$ cat config.mk
export PLATFORM = sky130hd
export DESIGN_NAME = asis_top
export DESIGN_NICKNAME = d
export VERILOG_FILES = /design/src/pkg/asis_pkg.sv /design/src/pkg/asis_reg_if.sv /design/src/hdl/asis_top.sv /design/src/hdl/asis_slot_pick.sv /design/src/hdl/asis_seq_core.sv
export SDC_FILE = /design/constraint.sdc
export NUM_CORES = 1
export LEC_CHECK = 0
export BUFFER_PORTS_ARGS = -buffer_cell sky130_fd_sc_hd__buf_2
export CORE_MARGIN = 5
export CORE_UTILIZATION = 35
export CTS_CLUSTER_SIZE = 16
export DETAILED_ROUTE_END_ITERATION = 16
export SLEW_MARGIN = 20
export SYNTH_ARGS = -nofsm -noshare
export SYNTH_HDL_FRONTEND = slang
export SYNTH_SLANG_ARGS = --single-unit
$ cat constraint.sdc
create_clock -name clock -period 5 [get_ports clock]
set_input_delay 1.25 -clock clock [delete_from_list [all_inputs] [get_ports clock]]
set_output_delay 1.25 -clock clock [all_outputs]
set_load 0.005 [all_outputs]
$ cat src/pkg/asis_pkg.sv
// package for the sequence input select block: register map, field layout, reset values
// assumes a 32-bit apb register bus and an eight-slot sample sequencer
package asis_pkg;
   localparam int unsigned NUM_SLOTS = 8;
   localparam int unsigned SEL_W = 3;
   localparam int unsigned SLOT_W = 3;
   localparam int unsigned FIELD_STRIDE = 4;
   localparam int unsigned ADDR_W = 12;
   localparam logic [11:0] SEQ_SEL_OFFSET = 12'h040;
   localparam logic [11:0] SLOT_CTRL_OFFSET = 12'h048;
   localparam logic [11:0] SLOT_STAT_OFFSET = 12'h04c;
   localparam logic [31:0] SEQ_SEL_RESET = 32'h0000_0000;
   localparam logic [31:0] SEQ_SEL_WMASK = 32'h7777_7777;
   localparam logic [31:0] ZERO_WORD = 32'h0000_0000;
   localparam int unsigned CTRL_START_BIT = 0;
   localparam int unsigned CTRL_LEN_LSB = 4;
   localparam int unsigned STAT_BUSY_BIT = 0;
   localparam int unsigned STAT_SLOT_LSB = 4;
   localparam int unsigned STAT_SEL_LSB = 8;
   typedef enum logic [1:0] {
      ASIS_IDLE = 2'b00,
      ASIS_ISSUE = 2'b01,
      ASIS_WAIT = 2'b10
   } asis_state_t;
endpackage : asis_pkg

$ cat src/pkg/asis_reg_if.sv
// carrier between the apb slave and the sequence core
// assumes one clock for both ends
`timescale 1ns/1ps
interface asis_reg_if;
   import asis_pkg::*;
   logic [31:0] selWord;
   logic startPulse;
   logic [SLOT_W-1:0] lastSlot;
   logic busy;
   logic [SLOT_W-1:0] curSlot;
   logic [SEL_W-1:0] curSel;
   modport regs (output selWord, output startPulse, output lastSlot, input busy, input curSlot, input curSel);
   modport core (input selWord, input startPulse, input lastSlot, output busy, output curSlot, output curSel);
endinterface : asis_reg_if

$ cat src/hdl/asis_top.sv
// apb slave holding the sequence input select register plus run control and status
// assumes apb3 master on the same clock; converter acks each request with convDone
`timescale 1ns/1ps
// Overview of operation
// slot one input from bits 2:0
// slot two input from bits 6:4
// slot three input from bits 10:8
// slot four input from bits 14:12
// slot five input from bits 18:16
// slot six input from bits 22:20
// slot seven input from bits 26:24
// slot eight input from bits 30:28
// field value n selects channel n
// reserved bits read-only, read zero
// software preserves reserved bits on update
// field read when its slot issues
module asis_top
   import asis_pkg::*;
(
   input wire logic clock,
   input wire logic rst_b,
   input wire logic psel,
   input wire logic penable,
   input wire logic pwrite,
   input wire logic [ADDR_W-1:0] paddr,
   input wire logic [31:0] pwdata,
   output logic [31:0] prdata,
   output logic pready,
   output logic pslverr,
   input wire logic convDone,
   output logic convReq,
   output logic [SEL_W-1:0] convChannel
);
   asis_reg_if rif ();
   logic [31:0] sel_r, sel_nxt;
   logic [SLOT_W-1:0] len_r, len_nxt;
   logic start_r, start_nxt;
   logic [31:0] rdata_r, rdata_nxt;
   logic ready_r, ready_nxt;
   logic err_r, err_nxt;
   logic access;
   logic hitSel, hitCtrl, hitStat;

   assign access = psel && penable && !ready_r;
   assign hitSel = paddr == SEQ_SEL_OFFSET;
   assign hitCtrl = paddr == SLOT_CTRL_OFFSET;
   assign hitStat = paddr == SLOT_STAT_OFFSET;

   // one wait state: answer registered, pready high on second access cycle
   always_comb begin
      sel_nxt = sel_r;
      len_nxt = len_r;
      start_nxt = 1'b0;
      rdata_nxt = rdata_r;
      ready_nxt = 1'b0;
      err_nxt = 1'b0;
      if (access) begin
         ready_nxt = 1'b1;
         err_nxt = !(hitSel || hitCtrl || hitStat);
         rdata_nxt = ZERO_WORD;
         if (pwrite) begin
            if (hitSel) begin
               sel_nxt = pwdata & SEQ_SEL_WMASK;
            end
            if (hitCtrl) begin
               len_nxt = pwdata[CTRL_LEN_LSB +: SLOT_W];
               start_nxt = pwdata[CTRL_START_BIT] && !rif.busy;
            end
         end else begin
            if (hitSel) begin
               rdata_nxt = sel_r;
            end
            if (hitCtrl) begin
               rdata_nxt[CTRL_LEN_LSB +: SLOT_W] = len_r;
            end
            if (hitStat) begin
               rdata_nxt[STAT_BUSY_BIT] = rif.busy;
               rdata_nxt[STAT_SLOT_LSB +: SLOT_W] = rif.curSlot;
               rdata_nxt[STAT_SEL_LSB +: SEL_W] = rif.curSel;
            end
         end
      end
   end

   always_ff @(posedge clock or negedge rst_b) begin
      if (!rst_b) begin
         sel_r <= SEQ_SEL_RESET;
         len_r <= '1;
         start_r <= 1'b0;
         rdata_r <= ZERO_WORD;
         ready_r <= 1'b0;
         err_r <= 1'b0;
      end else begin
         sel_r <= sel_nxt;
         len_r <= len_nxt;
         start_r <= start_nxt;
         rdata_r <= rdata_nxt;
         ready_r <= ready_nxt;
         err_r <= err_nxt;
      end
   end

   assign prdata = rdata_r;
   assign pready = ready_r;
   assign pslverr = err_r;
   assign rif.selWord = sel_r;
   assign rif.startPulse = start_r;
   assign rif.lastSlot = len_r;

   asis_seq_core uCore (
      .clock(clock),
      .rst_b(rst_b),
      .rif(rif.core),
      .convDone(convDone),
      .convReq(convReq),
      .convChannel(convChannel)
   );
endmodule : asis_top

$ cat src/hdl/asis_slot_pick.sv
// picks the select field of one sample slot from the select word
// assumes fields are SEL_W wide on a FIELD_STRIDE grid
`timescale 1ns/1ps
module asis_slot_pick
   import asis_pkg::*;
(
   input wire logic [31:0] selWord,
   input wire logic [SLOT_W-1:0] slot,
   output logic [SEL_W-1:0] sel
);
   always_comb begin
      sel = selWord[slot*FIELD_STRIDE +: SEL_W];
   end
endmodule : asis_slot_pick

$ cat src/hdl/asis_seq_core.sv
// walks the sample slots and hands each slot's input select to the converter
// assumes the converter acknowledges each request with a one-cycle convDone
`timescale 1ns/1ps
module asis_seq_core
   import asis_pkg::*;
(
   input wire logic clock,
   input wire logic rst_b,
   asis_reg_if.core rif,
   input wire logic convDone,
   output logic convReq,
   output logic [SEL_W-1:0] convChannel
);
   asis_state_t state_r, state_nxt;
   logic [SLOT_W-1:0] slot_r, slot_nxt;
   logic [SEL_W-1:0] chan_r, chan_nxt;
   logic req_r, req_nxt;
   logic [SEL_W-1:0] pickSel;

   asis_slot_pick uPick (.selWord(rif.selWord), .slot(slot_r), .sel(pickSel));

   always_comb begin
      state_nxt = state_r;
      slot_nxt = slot_r;
      chan_nxt = chan_r;
      req_nxt = 1'b0;
      unique case (state_r)
         ASIS_IDLE: begin
            if (rif.startPulse) begin
               slot_nxt = '0;
               state_nxt = ASIS_ISSUE;
            end
         end
         ASIS_ISSUE: begin
            // field sampled only now, so later writes hit later slots
            chan_nxt = pickSel;
            req_nxt = 1'b1;
            state_nxt = ASIS_WAIT;
         end
         ASIS_WAIT: begin
            if (convDone) begin
               if (slot_r == rif.lastSlot) begin
                  state_nxt = ASIS_IDLE;
               end else begin
                  slot_nxt = slot_r + 1'b1;
                  state_nxt = ASIS_ISSUE;
               end
            end
         end
         default: state_nxt = ASIS_IDLE;
      endcase
   end

   always_ff @(posedge clock or negedge rst_b) begin
      if (!rst_b) begin
         state_r <= ASIS_IDLE;
         slot_r <= '0;
         chan_r <= '0;
         req_r <= 1'b0;
      end else begin
         state_r <= state_nxt;
         slot_r <= slot_nxt;
         chan_r <= chan_nxt;
         req_r <= req_nxt;
      end
   end

   assign convReq = req_r;
   assign convChannel = chan_r;
   assign rif.busy = (state_r != ASIS_IDLE);
   assign rif.curSlot = slot_r;
   assign rif.curSel = chan_r;
endmodule : asis_seq_core

* After elaboration in Yosys (flattened, before gate mapping)
Index checks and enable logic that the tools add are counted.
Word-level totals: register bits 71, input port bits 50, logic and storage cells 56
Cells by class: add/sub/neg operators 1, eq/ne operators 9, shift operators 1, muxes and demuxes 20, reduce and logical (&&, ||, !) cells 15
Operator list (count):
- two-way mux 31 bit | 2
- == test 12 x 7 -> 1 bit (second input constant) | 3
- variable part select 32 x 6 -> 3 bit | 1
- two-way mux 3 bit | 6
- two-way mux 1 bit | 8
- inequality test 2 bit (second input constant) | 3
- one-hot mux 2 bit (3 select lines) | 1
- one-hot mux 3 bit (2 select lines) | 1
- AND reduction 3 bit | 2
- two-way mux 2 bit | 2
- AND reduction 4 bit | 1
- nonzero test 2 bit | 2
- adder 3 x 1 -> 3 bit (second input constant) | 1
- == test 3 bit | 1
- logical AND 1 bit | 3
- zero test 1 bit | 3
- == test 2 x 1 -> 1 bit (second input constant) | 1
- == test 2 bit (second input constant) | 1
- zero test 2 bit | 1
- logical OR 1 bit | 2
- AND reduction 2 bit | 1

* Depth between registers and ports, before layout
word-level depth 6, depth in mapped cells 8, depth with buffers taken out 5

* Cells and area by module
A second synthesis with hierarchy kept.
Unflattened totals: cell total of the unflattened synthesis 219, area total of the unflattened synthesis 3050.4 µm²
Modules (own cells, without submodules):
- asis_top | instances 1, cells an instance 167, area each 2389.8 µm²
- asis_seq_core | instances 1, cells an instance 42, area each 457.9 µm²
- asis_slot_pick | instances 1, cells an instance 10, area each 202.7 µm²

* Worst setup path before layout
No wires, ideal clock.
path type input to register, start point input paddr[9], end point register sel_r[10], in the netlist rif.selWord[10], library setup time 0.125 ns, arrival time 2.634 ns, data required time 4.875 ns, path slack 2.241 ns, cell stages on the path 7, cells stage by stage nor4b_4 -> and4_1 -> buf_4 -> and3b_1 -> buf_6 -> buf_12 -> mux2_4
On the way: cells in the longest elaborated chain, start to end 2
Ends and longest elaborated chain:
- from (decl) | RTL line asis_top.sv:25 | input wire logic [ADDR_W-1:0] paddr,
- == test 12 x 7 -> 1 bit | RTL line asis_top.sv:45 | assign hitSel = paddr == SEQ_SEL_OFFSET;
- AND reduction 3 bit (no source line)
- to (signal assigned) | RTL line asis_top.sv:94 | sel_r <= sel_nxt;
- to (decl) | RTL line asis_top.sv:35 | logic [31:0] sel_r, sel_nxt;
Every way passes these cells. A chain may end at the register's enable or synchronous reset.

* Final worst setup path
start point input penable, end point register sel_r[2], in the netlist rif.selWord[2]
On the way: cells in the longest elaborated chain, start to end 3
Ends and longest elaborated chain:
- from (decl) | RTL line asis_top.sv:23 | input wire logic penable,
- logical AND 1 bit (2 in a row) | RTL line asis_top.sv:44 | assign access = psel && penable && !ready_r;
- via access | RTL line asis_top.sv:41 | logic access;
- AND reduction 3 bit (no source line)
The timed path passes the listed nets, and every way through them passes these cells.

==> metrics.md <==
| Metric | Value |
|---|---|
| WS Path Type | in2reg |
| Synth Area in XOR/XNOR | 0.895% |
| First-pass GRT wire length | roughly 11 mm |
| Post-Route Skew | ~0.004 ns |
| Unrepaired setup endpoints after global routing | no |
| Sw frac | about a quarter |
| CP Capture Type | flip-flop |
| Buf/Inv on CP | 3 |
| Combinational power share | 7.6% |
| Commonest non-fill, non-tap cell in the layout | buf_2 |
| DRC Markers | 0 |
| DP HPWL | 4.72 mm |
| Hold path cells | 2 |
| Total number of vias | 1929 |
| Area of the multi-input gates | 0.00121 mm² |
| Synth-to-layout area growth | 18.8% |
| Register-to-Register Path Depth | 6 |
| CTS Buffer Depth | 2 |
| Worst slew pin tran | between 0.7 and 0.8 ns |
| Post-CTS setup repair buffer count | 0 |
| Post-Synth Adder-Cell Area | 0.426% |
| Crit-path slowest cell | buf_4 |
| CP delay by family, top | simple AND/OR/NAND/NOR gates |
| Final ANT Viol Nets | 0 |
| RR Endpoint | rif.selWord[2] |
| Worst vdd ir | approximately 0.16 mV |
| Sequential share of the synthesized area | 53.8% |
| Largest family of logic cells by synthesized area | multiplexers |
| Via density | 4.90 |
| Largest net degree at the start of global routing | 64 |
| CTS tree | yes |
| Yosys reg bits | 63 |
| Switch Pwr | roughly 0.24 mW |
| Worst-path clk slew | approximately 0.060 ns |
| F_max | about 0.33 GHz |
| GRT overflow | 0 |
| Place WS | 1.62 ns |
| Pint | 0.756 mW |
| Top-area cell type share of the netlist area | between 50% and 60% |
| Rows | 33 |
| Hold Vio Cnt, Final | 0 |
| Crit-path max FO | 26 |
| Outcome | completed |
| Worst EP required | ~5.2 ns |
| Hold Buf Count CTS | 0 |
| Crit path DAT | ~3.2 ns |
| Std-Cell Core Area | between 0.008 and 0.009 mm² |
| Launch point of the worst reg-to-reg path | pready |
| Synth area leader | dfrtp_1 |
| R2R Setup Slk | 2.55 ns |
| Register area | 0.00158 mm² |
| Root Buffer | clkbuf_8 |
| Simple-Gate Fraction of Synth Area | ~8.3% |
| Synthesized area | between 0.002 and 0.003 mm² |
| Fill count | around 800 |
| Total Power | around 1 mW |
| GRT Util Overall | approximately 14% |
| Syn Area/Cell | 13.8 µm² |
| Fin util | 42.7% |
| Ant diodes | 0 |
| TritonCTS Sinks | between 60 and 70 |
| Most frequent cells in the layout | buf_2, dfrtp_1, mux2_4 |
| Inserted Clock Buffers | 9 |
| Mapped Cells | ~210 |
| Nets@finish | approximately 340 |
| Die width | slightly above 100 µm |
| Hold WC Path Type | reg2reg |
| First DRT Iteration DRCs | 80 |
| Synth Area in Compound Gates | about a tenth |
| Final min period | 3.02 ns |
| Clock power frac | a little under two fifths |
| Crit path depth | 7 |
| Drt pass-1 iters | 4 |
| Crit path launch type | input port |
| Area contributors post-synth | dfrtp_1, mux2_4, a22o_1 |
| Sequential power share | about 54% |
| Setup TNS | 0 ns |
| Hold EP | prdata[0] |
| Largest stage delay, worst path | 0.41 ns |
| Worst path cell trace | buf_2, nand3b_4, inv_1, and4_1, and3b_1, buf_4, mux2_2 |
| YS warnings | 0 |
| GPL Wtd Cong | around 0.75 |
| Slew Limit Fails | 0 |
| Vias in the first global route | 2101 |
| Io pins | around 90 |
| Max-cap violation count | 0 |
| Setup slack after layout | slightly below 2 ns |
| H-tree levels | 3 |
| Relative slew slack | 47.0% |
| Area of the die | a little over 0.01 mm² |
| Initial antenna violation count | 0 |
| CTS resizes | 0 |
| Netlist cell types | 36 |
| Pwr per Cell Area | approximately 290 mW/mm² |
| Chip height | ~100 µm |
| IO Port Bufs | just over 70 |
| Clk Latency, worst-skew pair | about 0.33 ns |
| Final setup vio count | 0 |
| Routed WL per cell | around 17 µm |
| Multiplexer area fraction after synthesis | between 20% and 30% |
| Initial Utilization | 35.9% |
| Worst hold start | prdata[0] |
| Layout cells sized above 1 | around 44% |
| Lkg Pwr | around 1.8 nW |
| Final WL | 6.71 mm |
| Period utilization | roughly 60% |
[sequential cells by signal (all words and copies together) (netlist names)]
name and cells:
prdata 24, rif.selWord 24, len_r 3, uCore.convChannel 3, uCore.rif.curSlot 3, uCore.state_r 2, pready 1, pslverr 1
rif.startPulse 1, uCore.convReq 1
[logic make-up (layout without fill, tap and decap cells)]
kind of cell,count (synthesis),in the layout
xor gates and xnor gates,3,3
muxes,42,42
and+or+nand+nor,38,38
buffers and inverters,26,95
AOI/OAI and AO/OA,39,39
adders and majority gates,1,1
DFF,63,63
other,1,8
[per-stage QoR]
stage                     instances  hold slack [ns]  instance area (µm²)
after global placement          380            0.476                 3320
after global routing            394            0.531                 3490
after detailed placement        380            0.482                 3320
after CTS                       394            0.496                 3490
after floorplan                 220            0.479                 2960
final                           394            0.489                 3490
[power groups by stage]
stage          clock network, mW  registers (mW)  logic, mW
5_1_grt                    0.412           0.542     0.0853
3_3_place_gp                   0           0.550     0.0757
2_1_floorplan                  0           0.532     0.0564
3_5_place_dp                   0           0.550     0.0767
6_report                   0.381           0.540     0.0754
4_1_cts                    0.392           0.541     0.0767
[per-layer routing]
metal	up-vias	routed length (µm)	global-route usage, %
li1	907	-	-
met1	961	3070	18.5
met2	57	3230	22.1
met3	4	356	3.65
met4	0	51	5.21
met5	-	0	0
[cells in the mapped netlist]
cell / instances
a21o_1: 3
a22o_1: 17
a31oi_1: 1
a32oi_1: 4
a41oi_1: 1
and3b_1: 1
and4_1: 1
and4b_1: 1
buf_12: 2
buf_2: 2
buf_4: 9
buf_6: 1
clkbuf_1: 5
conb_1: 1
dfrtp_1: 60
dfstp_2: 3
ha_1: 1
inv_1: 7
mux2_2: 9
mux2_4: 20
mux2i_1: 7
mux4_2: 6
nand2_1: 11
nand2b_1: 4
nand3_1: 2
nand3b_4: 1
nand4_1: 3
nor2_1: 7
nor2b_1: 2
nor3_1: 2
nor4_1: 1
nor4_4: 1
nor4b_4: 1
o21ai_0: 12
o21bai_1: 1
xnor2_1: 3
[final cells by class]
cell class / count / share of cell area [%]
Sequential cell: 63 / 45.3
Clock buffer: 13 / 4.56
Timing Repair Buffer: 74 / 10.8
Multi-Input combinational cell: 131 / 34.6
Tap cell: 105 / 3.77
Clock inverter: 1 / 0.144
Inverter: 7 / 0.753
[worst max path at each step]
stage / start / to / slack [ns]
2_1_floorplan: paddr[9] / rif.selWord[10] / 2.24
3_3_place_gp: penable / rif.selWord[4] / 1.64
3_5_place_dp: penable / rif.selWord[1] / 1.62
4_1_cts: penable / rif.selWord[2] / 1.97
5_1_grt: penable / rif.selWord[2] / 1.81
6_report: penable / rif.selWord[2] / 1.98
[worst register-to-register path, cell delays in order, from the launching register on]
cell and delay, ns:
dfrtp_1 0.38, nand3b_4 0.37, inv_1 0.22, and4_1 0.36
and3b_1 0.19, buf_4 0.41, mux2_2 0.41
No activity file was read; power rests on OpenSTA's default activity.
